File: src/spi_defs.vh
// Constants for the serial peripheral interface block.
`ifndef SPI_DEFS_VH
`define SPI_DEFS_VH
`define ADDR_DATA       4'h0
`define ADDR_CONTROL    4'h4
`define ADDR_CSTATUS    4'h8
`define CTL_IRQ_EN      7
`define CTL_SER_EN      6
`define CTL_DIV2_EN_N   5
`define CTL_MASTER      4
`define CTL_IDLE_LVL    3
`define CTL_PHASE       2
`define CSR_XFER_DONE   7
`define CSR_WRITE_COLLISION_FLAG        6
`define CSR_OVR         5
`define CSR_MODE_FAULT_FLAG        4
`define CSR_OUT_DIS     2
`define CSR_SOFT_SEL    1
`define CSR_SOFT_LVL    0
`define CTL_RESET       8'h00
`define CSR_RESET       8'h00
`define DIV_BITS        7
`endif

File: src/spi_ctrl.v
// Serial peripheral interface: AHB-Lite registers, shifter, flags, halt.
//
// Decided for this implementation: the AHB-Lite slave port and the register offsets.
`timescale 1ns/1ps
`include "spi_defs.vh"
module spi_ctrl (
	input  wire        hclk,
	input  wire        hresetn,
	input  wire        hsel,
	input  wire [31:0] haddr,
	input  wire [1:0]  htrans,
	input  wire        hwrite,
	input  wire [2:0]  hsize,
	input  wire [31:0] hwdata,
	input  wire        hready,
	output wire [31:0] hrdata,
	output wire        hreadyout,
	output wire        hresp,
	input  wire        cpu_irq_mask,
	input  wire        cpu_halt,
	output wire        irq,
	output wire        wake_halt,
	input  wire        sck_in,
	output wire        sck_out,
	output wire        sck_oe,
	input  wire        mosi_in,
	output wire        mosi_out,
	output wire        mosi_oe,
	input  wire        miso_in,
	output wire        miso_out,
	output wire        miso_oe,
	input  wire        ss_n_in,
	output wire        pins_alt
);
	reg  [7:0] ctl;
	reg  [7:0] csr_cfg;
	reg        xfer_done;
	reg        write_collision_flag;
	reg        overrun_flag;
	reg        mode_fault_flag;
	reg        done_armed;
	reg        write_collision_flag_armed;
	reg        mode_fault_flag_armed;
	reg        wr_lock;
	reg  [7:0] shifter;
	reg  [3:0] edges;
	reg        busy;
	reg        sck_lvl;
	reg        sck_prev;
	reg        sampled;
	reg        a_valid;
	reg        a_write;
	reg  [3:0] a_addr;
	reg  [31:0] rdata;
	reg  [31:0] rdata_q;
	wire [7:0] rx_byte;
	wire       half_tick;
	wire       master;
	wire       enabled;
	wire       ss_int_n;
	wire       idle_lvl;
	wire       phase;
	wire       rd_data;
	wire       wr_data;
	wire       rd_csr;
	wire       wr_ctl;
	wire       wr_csr;
	wire       ser_in;
	wire       byte_done;
	wire       fault;
	wire       slv_edge;
	wire       frozen;
	reg  [7:0] next_shift;
	reg        next_sample;

	assign master   = ctl[`CTL_MASTER];
	assign enabled  = ctl[`CTL_SER_EN];
	assign idle_lvl = ctl[`CTL_IDLE_LVL];
	assign phase    = ctl[`CTL_PHASE];
	assign ss_int_n = csr_cfg[`CSR_SOFT_SEL] ? csr_cfg[`CSR_SOFT_LVL] :
		ss_n_in;
	assign frozen   = cpu_halt & master;
	assign fault    = enabled & master & ~ss_int_n;
	assign pins_alt = enabled;

	always @(posedge hclk or negedge hresetn) begin
		if (!hresetn) begin
			a_valid <= 1'b0;
			a_write <= 1'b0;
			a_addr  <= 4'h0;
		end else if (hready) begin
			a_valid <= hsel & htrans[1];
			a_write <= hwrite;
			a_addr  <= haddr[3:0];
		end
	end

	assign hreadyout = 1'b1;
	assign hresp     = 1'b0;
	// Read data stand through the data phase, from the copy taken when
	// the address phase was accepted.
	assign hrdata    = rdata_q;
	assign rd_data = a_valid & ~a_write & (a_addr == `ADDR_DATA);
	assign wr_data = a_valid & a_write & (a_addr == `ADDR_DATA);
	assign rd_csr  = a_valid & ~a_write & (a_addr == `ADDR_CSTATUS);
	assign wr_csr  = a_valid & a_write & (a_addr == `ADDR_CSTATUS);
	assign wr_ctl  = a_valid & a_write & (a_addr == `ADDR_CONTROL);

	always @* begin
		rdata = 32'h0000_0000;
		if (hsel & htrans[1] & ~hwrite) begin
			case (haddr[3:0])
			`ADDR_DATA:    rdata = {24'h000000, rx_byte};
			`ADDR_CONTROL: rdata = {24'h000000, ctl};
			`ADDR_CSTATUS: rdata = {24'h000000, xfer_done, write_collision_flag, overrun_flag,
				mode_fault_flag, 1'b0, csr_cfg[2:0]};
			default:       rdata = 32'h0000_0000;
			endcase
		end
	end

	// The decode of an accepted address phase is held for its data phase.
	always @(posedge hclk or negedge hresetn) begin
		if (!hresetn)
			rdata_q <= 32'h0000_0000;
		else if (hready)
			rdata_q <= rdata;
	end

	wire data_ok = wr_data & ~busy & ~wr_lock;
	wire ctl_set_ok = ~mode_fault_flag | mode_fault_flag_armed;

	always @(posedge hclk or negedge hresetn) begin
		if (!hresetn) begin
			ctl <= `CTL_RESET;
		end else if (fault) begin
			ctl[`CTL_SER_EN] <= 1'b0;
			ctl[`CTL_MASTER] <= 1'b0;
		end else if (wr_ctl & ~frozen) begin
			ctl <= hwdata[7:0];
			// Enable and master stay low while the fault flag waits
			// for its clearing sequence.
			if (!ctl_set_ok) begin
				ctl[`CTL_SER_EN] <= 1'b0;
				ctl[`CTL_MASTER] <= 1'b0;
			end
		end
	end

	always @(posedge hclk or negedge hresetn) begin
		if (!hresetn)
			csr_cfg <= `CSR_RESET;
		else if (wr_csr & ~frozen)
			csr_cfg <= {5'h00, hwdata[2:0]};
	end

	// A slave counts every level change of the clock pin while selected;
	// even counts lead and odd counts trail, whatever the idle level.
	assign slv_edge = enabled & ~master & ~ss_int_n & (sck_in != sck_prev);
	assign ser_in   = master ? miso_in : mosi_in;
	assign byte_done = busy & (edges == 4'd15) &
		(master ? (half_tick & ~frozen) : slv_edge);

	// The divider runs only while a master byte is in flight, so each
	// byte starts with a full half period.
	spi_rate_div u_div (
		.hclk      (hclk),
		.hresetn   (hresetn),
		.run       (busy & master & ~frozen),
		.rate      ({ctl[`CTL_DIV2_EN_N], ctl[1:0]}),
		.half_tick (half_tick)
	);

	always @* begin
		next_shift  = shifter;
		next_sample = sampled;
		if (master ? (half_tick & ~frozen) : slv_edge) begin
			// With a late capture the first edge only launches the top
			// bit, which already stands on the pin, so nothing shifts.
			if (edges[0] == phase)
				next_sample = ser_in;
			else if (!(phase & (edges == 4'd0)))
				next_shift = {shifter[6:0], sampled};
		end
		if (byte_done & phase)
			next_shift = {shifter[6:0], next_sample};
	end

	always @(posedge hclk or negedge hresetn) begin
		if (!hresetn) begin
			shifter  <= 8'h00;
			edges    <= 4'd0;
			busy     <= 1'b0;
			sck_lvl  <= 1'b0;
			sck_prev <= 1'b0;
			sampled  <= 1'b0;
		end else begin
			sck_prev <= sck_in;
			if (!enabled) begin
				busy    <= 1'b0;
				edges   <= 4'd0;
				sck_lvl <= idle_lvl;
			end else if (data_ok) begin
				shifter <= hwdata[7:0];
				busy    <= master;
				edges   <= 4'd0;
			end else if (busy | slv_edge) begin
				if (master ? (half_tick & ~frozen) : slv_edge) begin
					edges   <= edges + 4'd1;
					sck_lvl <= ~sck_lvl;
					sampled <= next_sample;
					shifter <= next_shift;
					if (!master)
						busy <= ~byte_done;
				end
				if (byte_done) begin
					busy    <= 1'b0;
					edges   <= 4'd0;
					sck_lvl <= idle_lvl;
				end
			end else begin
				sck_lvl <= idle_lvl;
			end
			if (!master & ss_int_n & ~busy)
				edges <= 4'd0;
		end
	end

	// The shifter keeps the received byte, so it is sent back next time.
	wire [7:0] done_byte = phase ? next_shift :
		{shifter[6:0], sampled};

	spi_rx_buffer u_rx (
		.hclk    (hclk),
		.hresetn (hresetn),
		.load    (byte_done),
		.din     (done_byte),
		.dout    (rx_byte)
	);

	// Every flag below lets its setting event win over a clear in the
	// same cycle, so no completion or error is lost.
	always @(posedge hclk or negedge hresetn) begin
		if (!hresetn) begin
			xfer_done  <= 1'b0;
			overrun_flag        <= 1'b0;
			write_collision_flag       <= 1'b0;
			mode_fault_flag       <= 1'b0;
			done_armed <= 1'b0;
			write_collision_flag_armed <= 1'b0;
			mode_fault_flag_armed <= 1'b0;
			wr_lock    <= 1'b0;
		end else begin
			if (rd_csr & xfer_done)
				done_armed <= 1'b1;
			else if (rd_data | wr_data)
				done_armed <= 1'b0;
			if (byte_done)
				xfer_done <= 1'b1;
			else if (done_armed & (rd_data | wr_data))
				xfer_done <= 1'b0;
			if (byte_done & xfer_done)
				overrun_flag <= 1'b1;
			else if (rd_csr)
				overrun_flag <= 1'b0;
			if (byte_done)
				wr_lock <= 1'b1;
			else if (rd_csr)
				wr_lock <= 1'b0;
			if (rd_csr & write_collision_flag)
				write_collision_flag_armed <= 1'b1;
			else if (rd_data | wr_data)
				write_collision_flag_armed <= 1'b0;
			if (wr_data & busy)
				write_collision_flag <= 1'b1;
			else if (write_collision_flag_armed & (rd_data | wr_data))
				write_collision_flag <= 1'b0;
			if (rd_csr & mode_fault_flag)
				mode_fault_flag_armed <= 1'b1;
			else if (wr_ctl)
				mode_fault_flag_armed <= 1'b0;
			if (fault)
				mode_fault_flag <= 1'b1;
			else if (mode_fault_flag_armed & wr_ctl)
				mode_fault_flag <= 1'b0;
		end
	end

	// One shared request; only a slave completion also brings the processor out of wait.
	assign irq = ctl[`CTL_IRQ_EN] & ~cpu_irq_mask &
		(xfer_done | mode_fault_flag | overrun_flag);
	assign wake_halt = ctl[`CTL_IRQ_EN] & ~cpu_irq_mask & xfer_done &
		~master;

	// Between bytes the pin shows the configured idle level at once, so
	// turning on master mode never leaves a stale level for a cycle.
	assign sck_out  = master ? (busy ? sck_lvl : idle_lvl) :
		1'b0;
	assign sck_oe   = enabled & master;
	assign mosi_out = master ? shifter[7] : 1'b0;
	assign mosi_oe  = enabled & master & ~csr_cfg[`CSR_OUT_DIS];
	assign miso_out = master ? 1'b0 : shifter[7];
	assign miso_oe  = enabled & ~master & ~ss_int_n &
		~csr_cfg[`CSR_OUT_DIS];
endmodule // spi_ctrl

File: src/spi_rate_div.v
// Master serial clock rate generator producing half-period enable pulses.
`timescale 1ns/1ps
module spi_rate_div (
	input  wire       hclk,
	input  wire       hresetn,
	input  wire       run,
	input  wire [2:0] rate,
	output reg        half_tick
);
	reg  [6:0] cnt;
	reg  [6:0] half_max;

	always @* begin
		case (rate)
		3'b100:  half_max = 7'd1;
		3'b000:  half_max = 7'd3;
		3'b001:  half_max = 7'd7;
		3'b110:  half_max = 7'd15;
		3'b010:  half_max = 7'd31;
		3'b011:  half_max = 7'd63;
		3'b101:  half_max = 7'd7;
		default: half_max = 7'd63;
		endcase
	end

	always @(posedge hclk or negedge hresetn) begin
		if (!hresetn) begin
			cnt <= 7'd0;
			half_tick <= 1'b0;
		end else if (!run) begin
			cnt <= 7'd0;
			half_tick <= 1'b0;
		end else if (cnt >= half_max) begin
			cnt <= 7'd0;
			half_tick <= 1'b1;
		end else begin
			cnt <= cnt + 7'd1;
			half_tick <= 1'b0;
		end
	end
endmodule // spi_rate_div

File: src/spi_rx_buffer.v
// Receive buffer register that software reads in place of the shifter.
`timescale 1ns/1ps
module spi_rx_buffer (
	input  wire       hclk,
	input  wire       hresetn,
	input  wire       load,
	input  wire [7:0] din,
	output reg  [7:0] dout
);
	always @(posedge hclk or negedge hresetn) begin
		if (!hresetn)
			dout <= 8'h00;
		else if (load)
			dout <= din;
	end
endmodule // spi_rx_buffer

File: config.mk
export PLATFORM = sky130hd
export DESIGN_NAME = spi_ctrl
export DESIGN_NICKNAME = d
export VERILOG_FILES = /design/src/spi_ctrl.v /design/src/spi_rate_div.v /design/src/spi_rx_buffer.v
export VERILOG_INCLUDE_DIRS = /design/src
export SDC_FILE = /design/constraint.sdc
export NUM_CORES = 1
export LEC_CHECK = 0
export ABC_AREA = 1
export BUFFER_PORTS_ARGS = -buffer_cell sky130_fd_sc_hd__buf_4
export CAP_MARGIN = 30
export CORE_ASPECT_RATIO = 0.75
export CORE_MARGIN = 10
export CORE_UTILIZATION = 35
export CTS_CLUSTER_SIZE = 40
export DETAILED_ROUTE_END_ITERATION = 16
export GPL_ROUTABILITY_DRIVEN = 0
export GPL_TIMING_DRIVEN = 0
export REMOVE_ABC_BUFFERS = 1
export SLEW_MARGIN = 20
export SYNTH_ARGS = -nofsm -noshare
export SYNTH_HDL_FRONTEND = slang
export SYNTH_SLANG_ARGS = --single-unit
File: constraint.sdc
create_clock -name hclk -period 5.3 [get_ports hclk]
set_clock_uncertainty 0.15 [all_clocks]
set_input_delay 0.53 -clock hclk [delete_from_list [all_inputs] [get_ports hclk]]
set_output_delay 0.53 -clock hclk [all_outputs]
set_load 0.03 [all_outputs]
# After elaboration in Yosys (flattened, before gate mapping)
# Index checks and enable logic that the tools add are counted.
# totals
regBits	89
input_bits	80
output_inout_bits	43
wordCells	190
# classes
add_sub_neg	2
magnitude_cmp	1
eq_ne	19
mux	60
bitwise	61
n_reduce_logical	23
# op_table
cell	n
$mux 8	8
$and 1x1->1	42
$mux 1	40
$mux 32	1
$pmux 6 s5	1
$mux 4	6
$pmux 8 s3	1
$reduce_bool 2->1	11
$mux 7	3
$not 1->1	14
$eq 4x4->1 const B	3
$logic_not 4->1	3
$eq 3x3->1 const B	3
$eq 4x3->1 const B	2
$ne 4x1->1 const B	2
$add 7x1->7 const B	1
$ge 7x6->1	1
$reduce_and 2->1	3
$reduce_and 3->1	2
$ne 5x1->1 const B	1
$or 1x1->1	5
$add 4x1->4 const B	1
$ne 4x2->1 const B	1
$ne 4x4->1 const B	1
other kinds (10)	10

# Logic depth before layout (Yosys ltp)
# depth
depth_word	13
ltp_mapped	12
mapped_depth_nobuf	11

# Cells and area by module
# From an unflattened synthesis, not the netlist that was laid out.
# hier_totals
cells_unflattened	510
hier_area_um2	3843.7
# by_module_without_submodules
module	instances	cells_each	area_each_um2	seq_area_each_um2
spi_ctrl	1	415	3036.7	1226.2
spi_rate_div	1	61	501.7	200.2
spi_rx_buffer	1	34	305.3	200.2

# Worst setup path after synthesis
# No wires, ideal clock.
# synth_timing
path_type	register to output
startpoint	register ctl[6]
endpoint	output miso_oe
t_arrival_ns	1.731
t_required_ns	4.620
setup_slack_ns	2.889
stages_incl_launch_ff	4
path_buffers	1
path_cell_list	dfrtp_1 -> buf_6 -> inv_4 -> nor4_1
# synth_via
elab_chain_len	3
# synth_rtl
element	line_no	text
from (decl)	spi_ctrl.v:35	reg [7:0] ctl;
from (signal assigned)	spi_ctrl.v:135	ctl <= `CTL_RESET;
from (signal assigned)	spi_ctrl.v:140	ctl <= hwdata[7:0];
$and 1x1->1 (3 in series)	spi_ctrl.v:303	assign miso_oe = enabled & ~master & ~ss_int_n &
to (decl)	spi_ctrl.v:31	output wire miso_oe,
# Every way passes these cells.

# Final worst setup path
# Ends and elaborated chain as after synthesis.

==> metrics.cfg <==
[run_status]
status = completed

[critical_path]
crit_slowest_cell = dfrtp_1
startpoint_type = flip-flop
crit_chain = inv_4 > nor4_1 > buf_4
crit_family = flip-flops
crit_arrival_ps = 1690
cp-end-kind = output pin
slowest_delay_ps = 600
worstRegToRegCells = 9
path_class = flip-flop to output pin
cp_num_cells = 3
critical_path_buf_inv_count = 2
required_ps = 4620
worst-path-max-fanout = 9

[drt]
top_layer = met4
antenna_left = 0
wl_per_cell_um = 14.6
dr.first_iter.drc_count = 258
routed-wl-met2_um = 4480
drt-total-wl_um = 9690
vias_per_cell = 4.80
wl_met1_um = 4470
drtPass1Iterations = 4
drcViolationCount = 0
dr_wl_met3_um = 638
vias = 3195

[power]
switching_share = 0.303
p_total_uw = 1480
cellLeakagePower_uw = 0.00230
p_clk_frac = 0.423
seqPwrFrac = 0.401
switching_power_uw = 450
p_per_area_mw_per_mm2 = 337
power_frac_comb = 0.177
peakVddDrop_uv = 193
p_int_uw = 1030

[cts]
postCtsSetupBuffers = 0
cts_tree = built
cts_sinks = 65
clk_latency_ps = 340
cts_max_path_buffers = 2
cts_resized = 0
clk_pin_slew_worst_paths_ps = 50
numCtsBuffers = 9
cts-root-buf = clkbuf_16
cts_max_level = 3
cts_hold_buf = 0

[hold_path]
hold_path.class = primary input to asynchronous set/reset pin

[place]
placed_cells = 649
hpwl_um = 7470
io_buffers = 40

[timing]
fin_setup_tns_ps = 0
fmax_mhz = 422
rsz0062_at_grt = no
period_share = 0.447
relSlewSlack = 0.450
hold_ws_ps = 151
setup_viol = 0
period_needed_ps = 2370
finalHoldViolations = 0
worst_slew_pin_slew_ps = 825
slew_violations = 0

[finish]
drive_above_1_share = 0.159
fin_cells = 665
diodes = 0
final_common_cell = nand2_1
final_cell_mix = 119 x nand2_1, 65 x dfrtp_1, 57 x inv_1, 40 x buf_4, 34 x o21ai_0
nNetsFinal = 612
area_growth_pct = 15.7

[synthesis]
synth-seq-cells = 65
ys_types = 39
syn_area_mm2 = 0.00381
ys_seq_area_frac = 0.427
synth_warnings = 0
synth.avg_cell_area_um2 = 7.85
syn_inst = 485

[floorplanning]
ios = 123
die_w_um = 140
rows = 32
dieArea_mm2 = 0.0155
core_area_mm2 = 0.0105
die_y_um = 110
initial_utilization = 0.364

[grt]
antenna_found_initial = 0
grt_pass1_wl_um = 16100
grt_start_max_net_pins = 66
gr-total-overflow = 0
grt_util_all_layers = 0.128
grt_pass1_vias = 3203

[job]
cap_violations = 0

==> cells by family (layout without fill, tap and decap cells) <==
group / count (synthesis) / count (layout) / share of synthesized area
compound gates: 79 / 79 / 0.113
xor+xnor: 7 / 7 / 0.0161
fa+ha+maj: 8 / 8 / 0.0263
buf+inv: 97 / 117 / 0.133
flops: 65 / 65 / 0.427
other cells: 2 / 26 / 0.00197
simple gates: 227 / 227 / 0.283
==> synth_stat cells <==
cell type  count  area, µm²
and2_1         1       6.26
nand2_4        5       56.3
xor2_1         5       43.8
nand3_4        3       52.6
buf_4         28        210
nor2_4         3       33.8
nor3_1         9       45.0
ha_1           8        100
nand2_2        6       37.5
nor2_2         5       31.3
nand2_1      119        447
nor2_1        30        113
buf_6          4       45.0
o22ai_1       11       68.8
nand3_1       33        165
a211oi_1       1       7.51
or2_2          1       6.26
inv_1         57        214
o211ai_1       1       7.51
nand4_1        9       56.3
a22o_1         3       26.3
a21boi_0       1       7.51
buf_1          1       3.75
o21ai_0       34        170
inv_2          2       7.51
dfrtp_1       65       1630
a31oi_1        1       6.26
a21o_1         1       7.51
nor4_1         1       6.26
xnor2_1        2       17.5
o21ai_1        2       10.0
conb_1         2       7.51
clkbuf_1       1       3.75
clkinv_2       1       5.00
inv_4          1       6.26
nor3_2         1       10.0
buf_2          2       10.0
a21oi_1       24        120
nand3_2        1       10.0
==> final timing paths <==
path,from,end,slack [ps]
min reg2reg,u_rx.dout[5],u_rx.dout[5],330
min,hresetn,csr_cfg[0],150
min in group hclk,sck_in,sck_prev,170
max,ctl[6],miso_oe,2930
max reg2reg,ctl[4],edges[0],3050
max in group asynchronous,hresetn,a_addr[2],4320
==> metal layers <==
layer	up-vias	track usage
met2	94	0.198
met1	1497	0.167
li1	1595	-
met5	-	0
met4	0	0.0441
met3	9	0.0397
==> layout make-up <==
class                           count  area [µm²]
Inverter                           61         233
Clock buffer                       10         229
Tap cell                          136         170
Fill cell                        1078        6040
Clock inverter                      6        82.6
Multi-Input combinational cell    347        1770
Sequential cell                    65        1630
Timing Repair Buffer               40         300
==> metrics by stage <==
| stage | setup slack (ps) | cell area [µm²] | util |
|---|---|---|---|
| after floorplan | 2830 | 3630 | - |
| after global placement | 3050 | 4100 | 0.392 |
| after detailed placement | 3040 | 4100 | 0.392 |
| after CTS | 2910 | 4410 | 0.422 |
| after global routing | 2860 | 4410 | 0.422 |
| final | 2930 | 4410 | 0.422 |
==> registers in the layout (all words and copies together), names as in the netlist, 3 cells and up <==
register,count
hrdata,8
u_rx.dout,8
csr_cfg,3
u_div.cnt,7
a_addr,4
ctl,8
edges,4
shifter,8
==> power groups by stage <==
stage          logic, µW  registers, µW  clock network, µW
2_1_floorplan        181            589                  0
3_3_place_gp         254            601                  0
3_5_place_dp         261            603                  0
4_1_cts              263            594                640
5_1_grt              298            604                663
6_report             262            595                627
(Power assumes the default switching activity.)
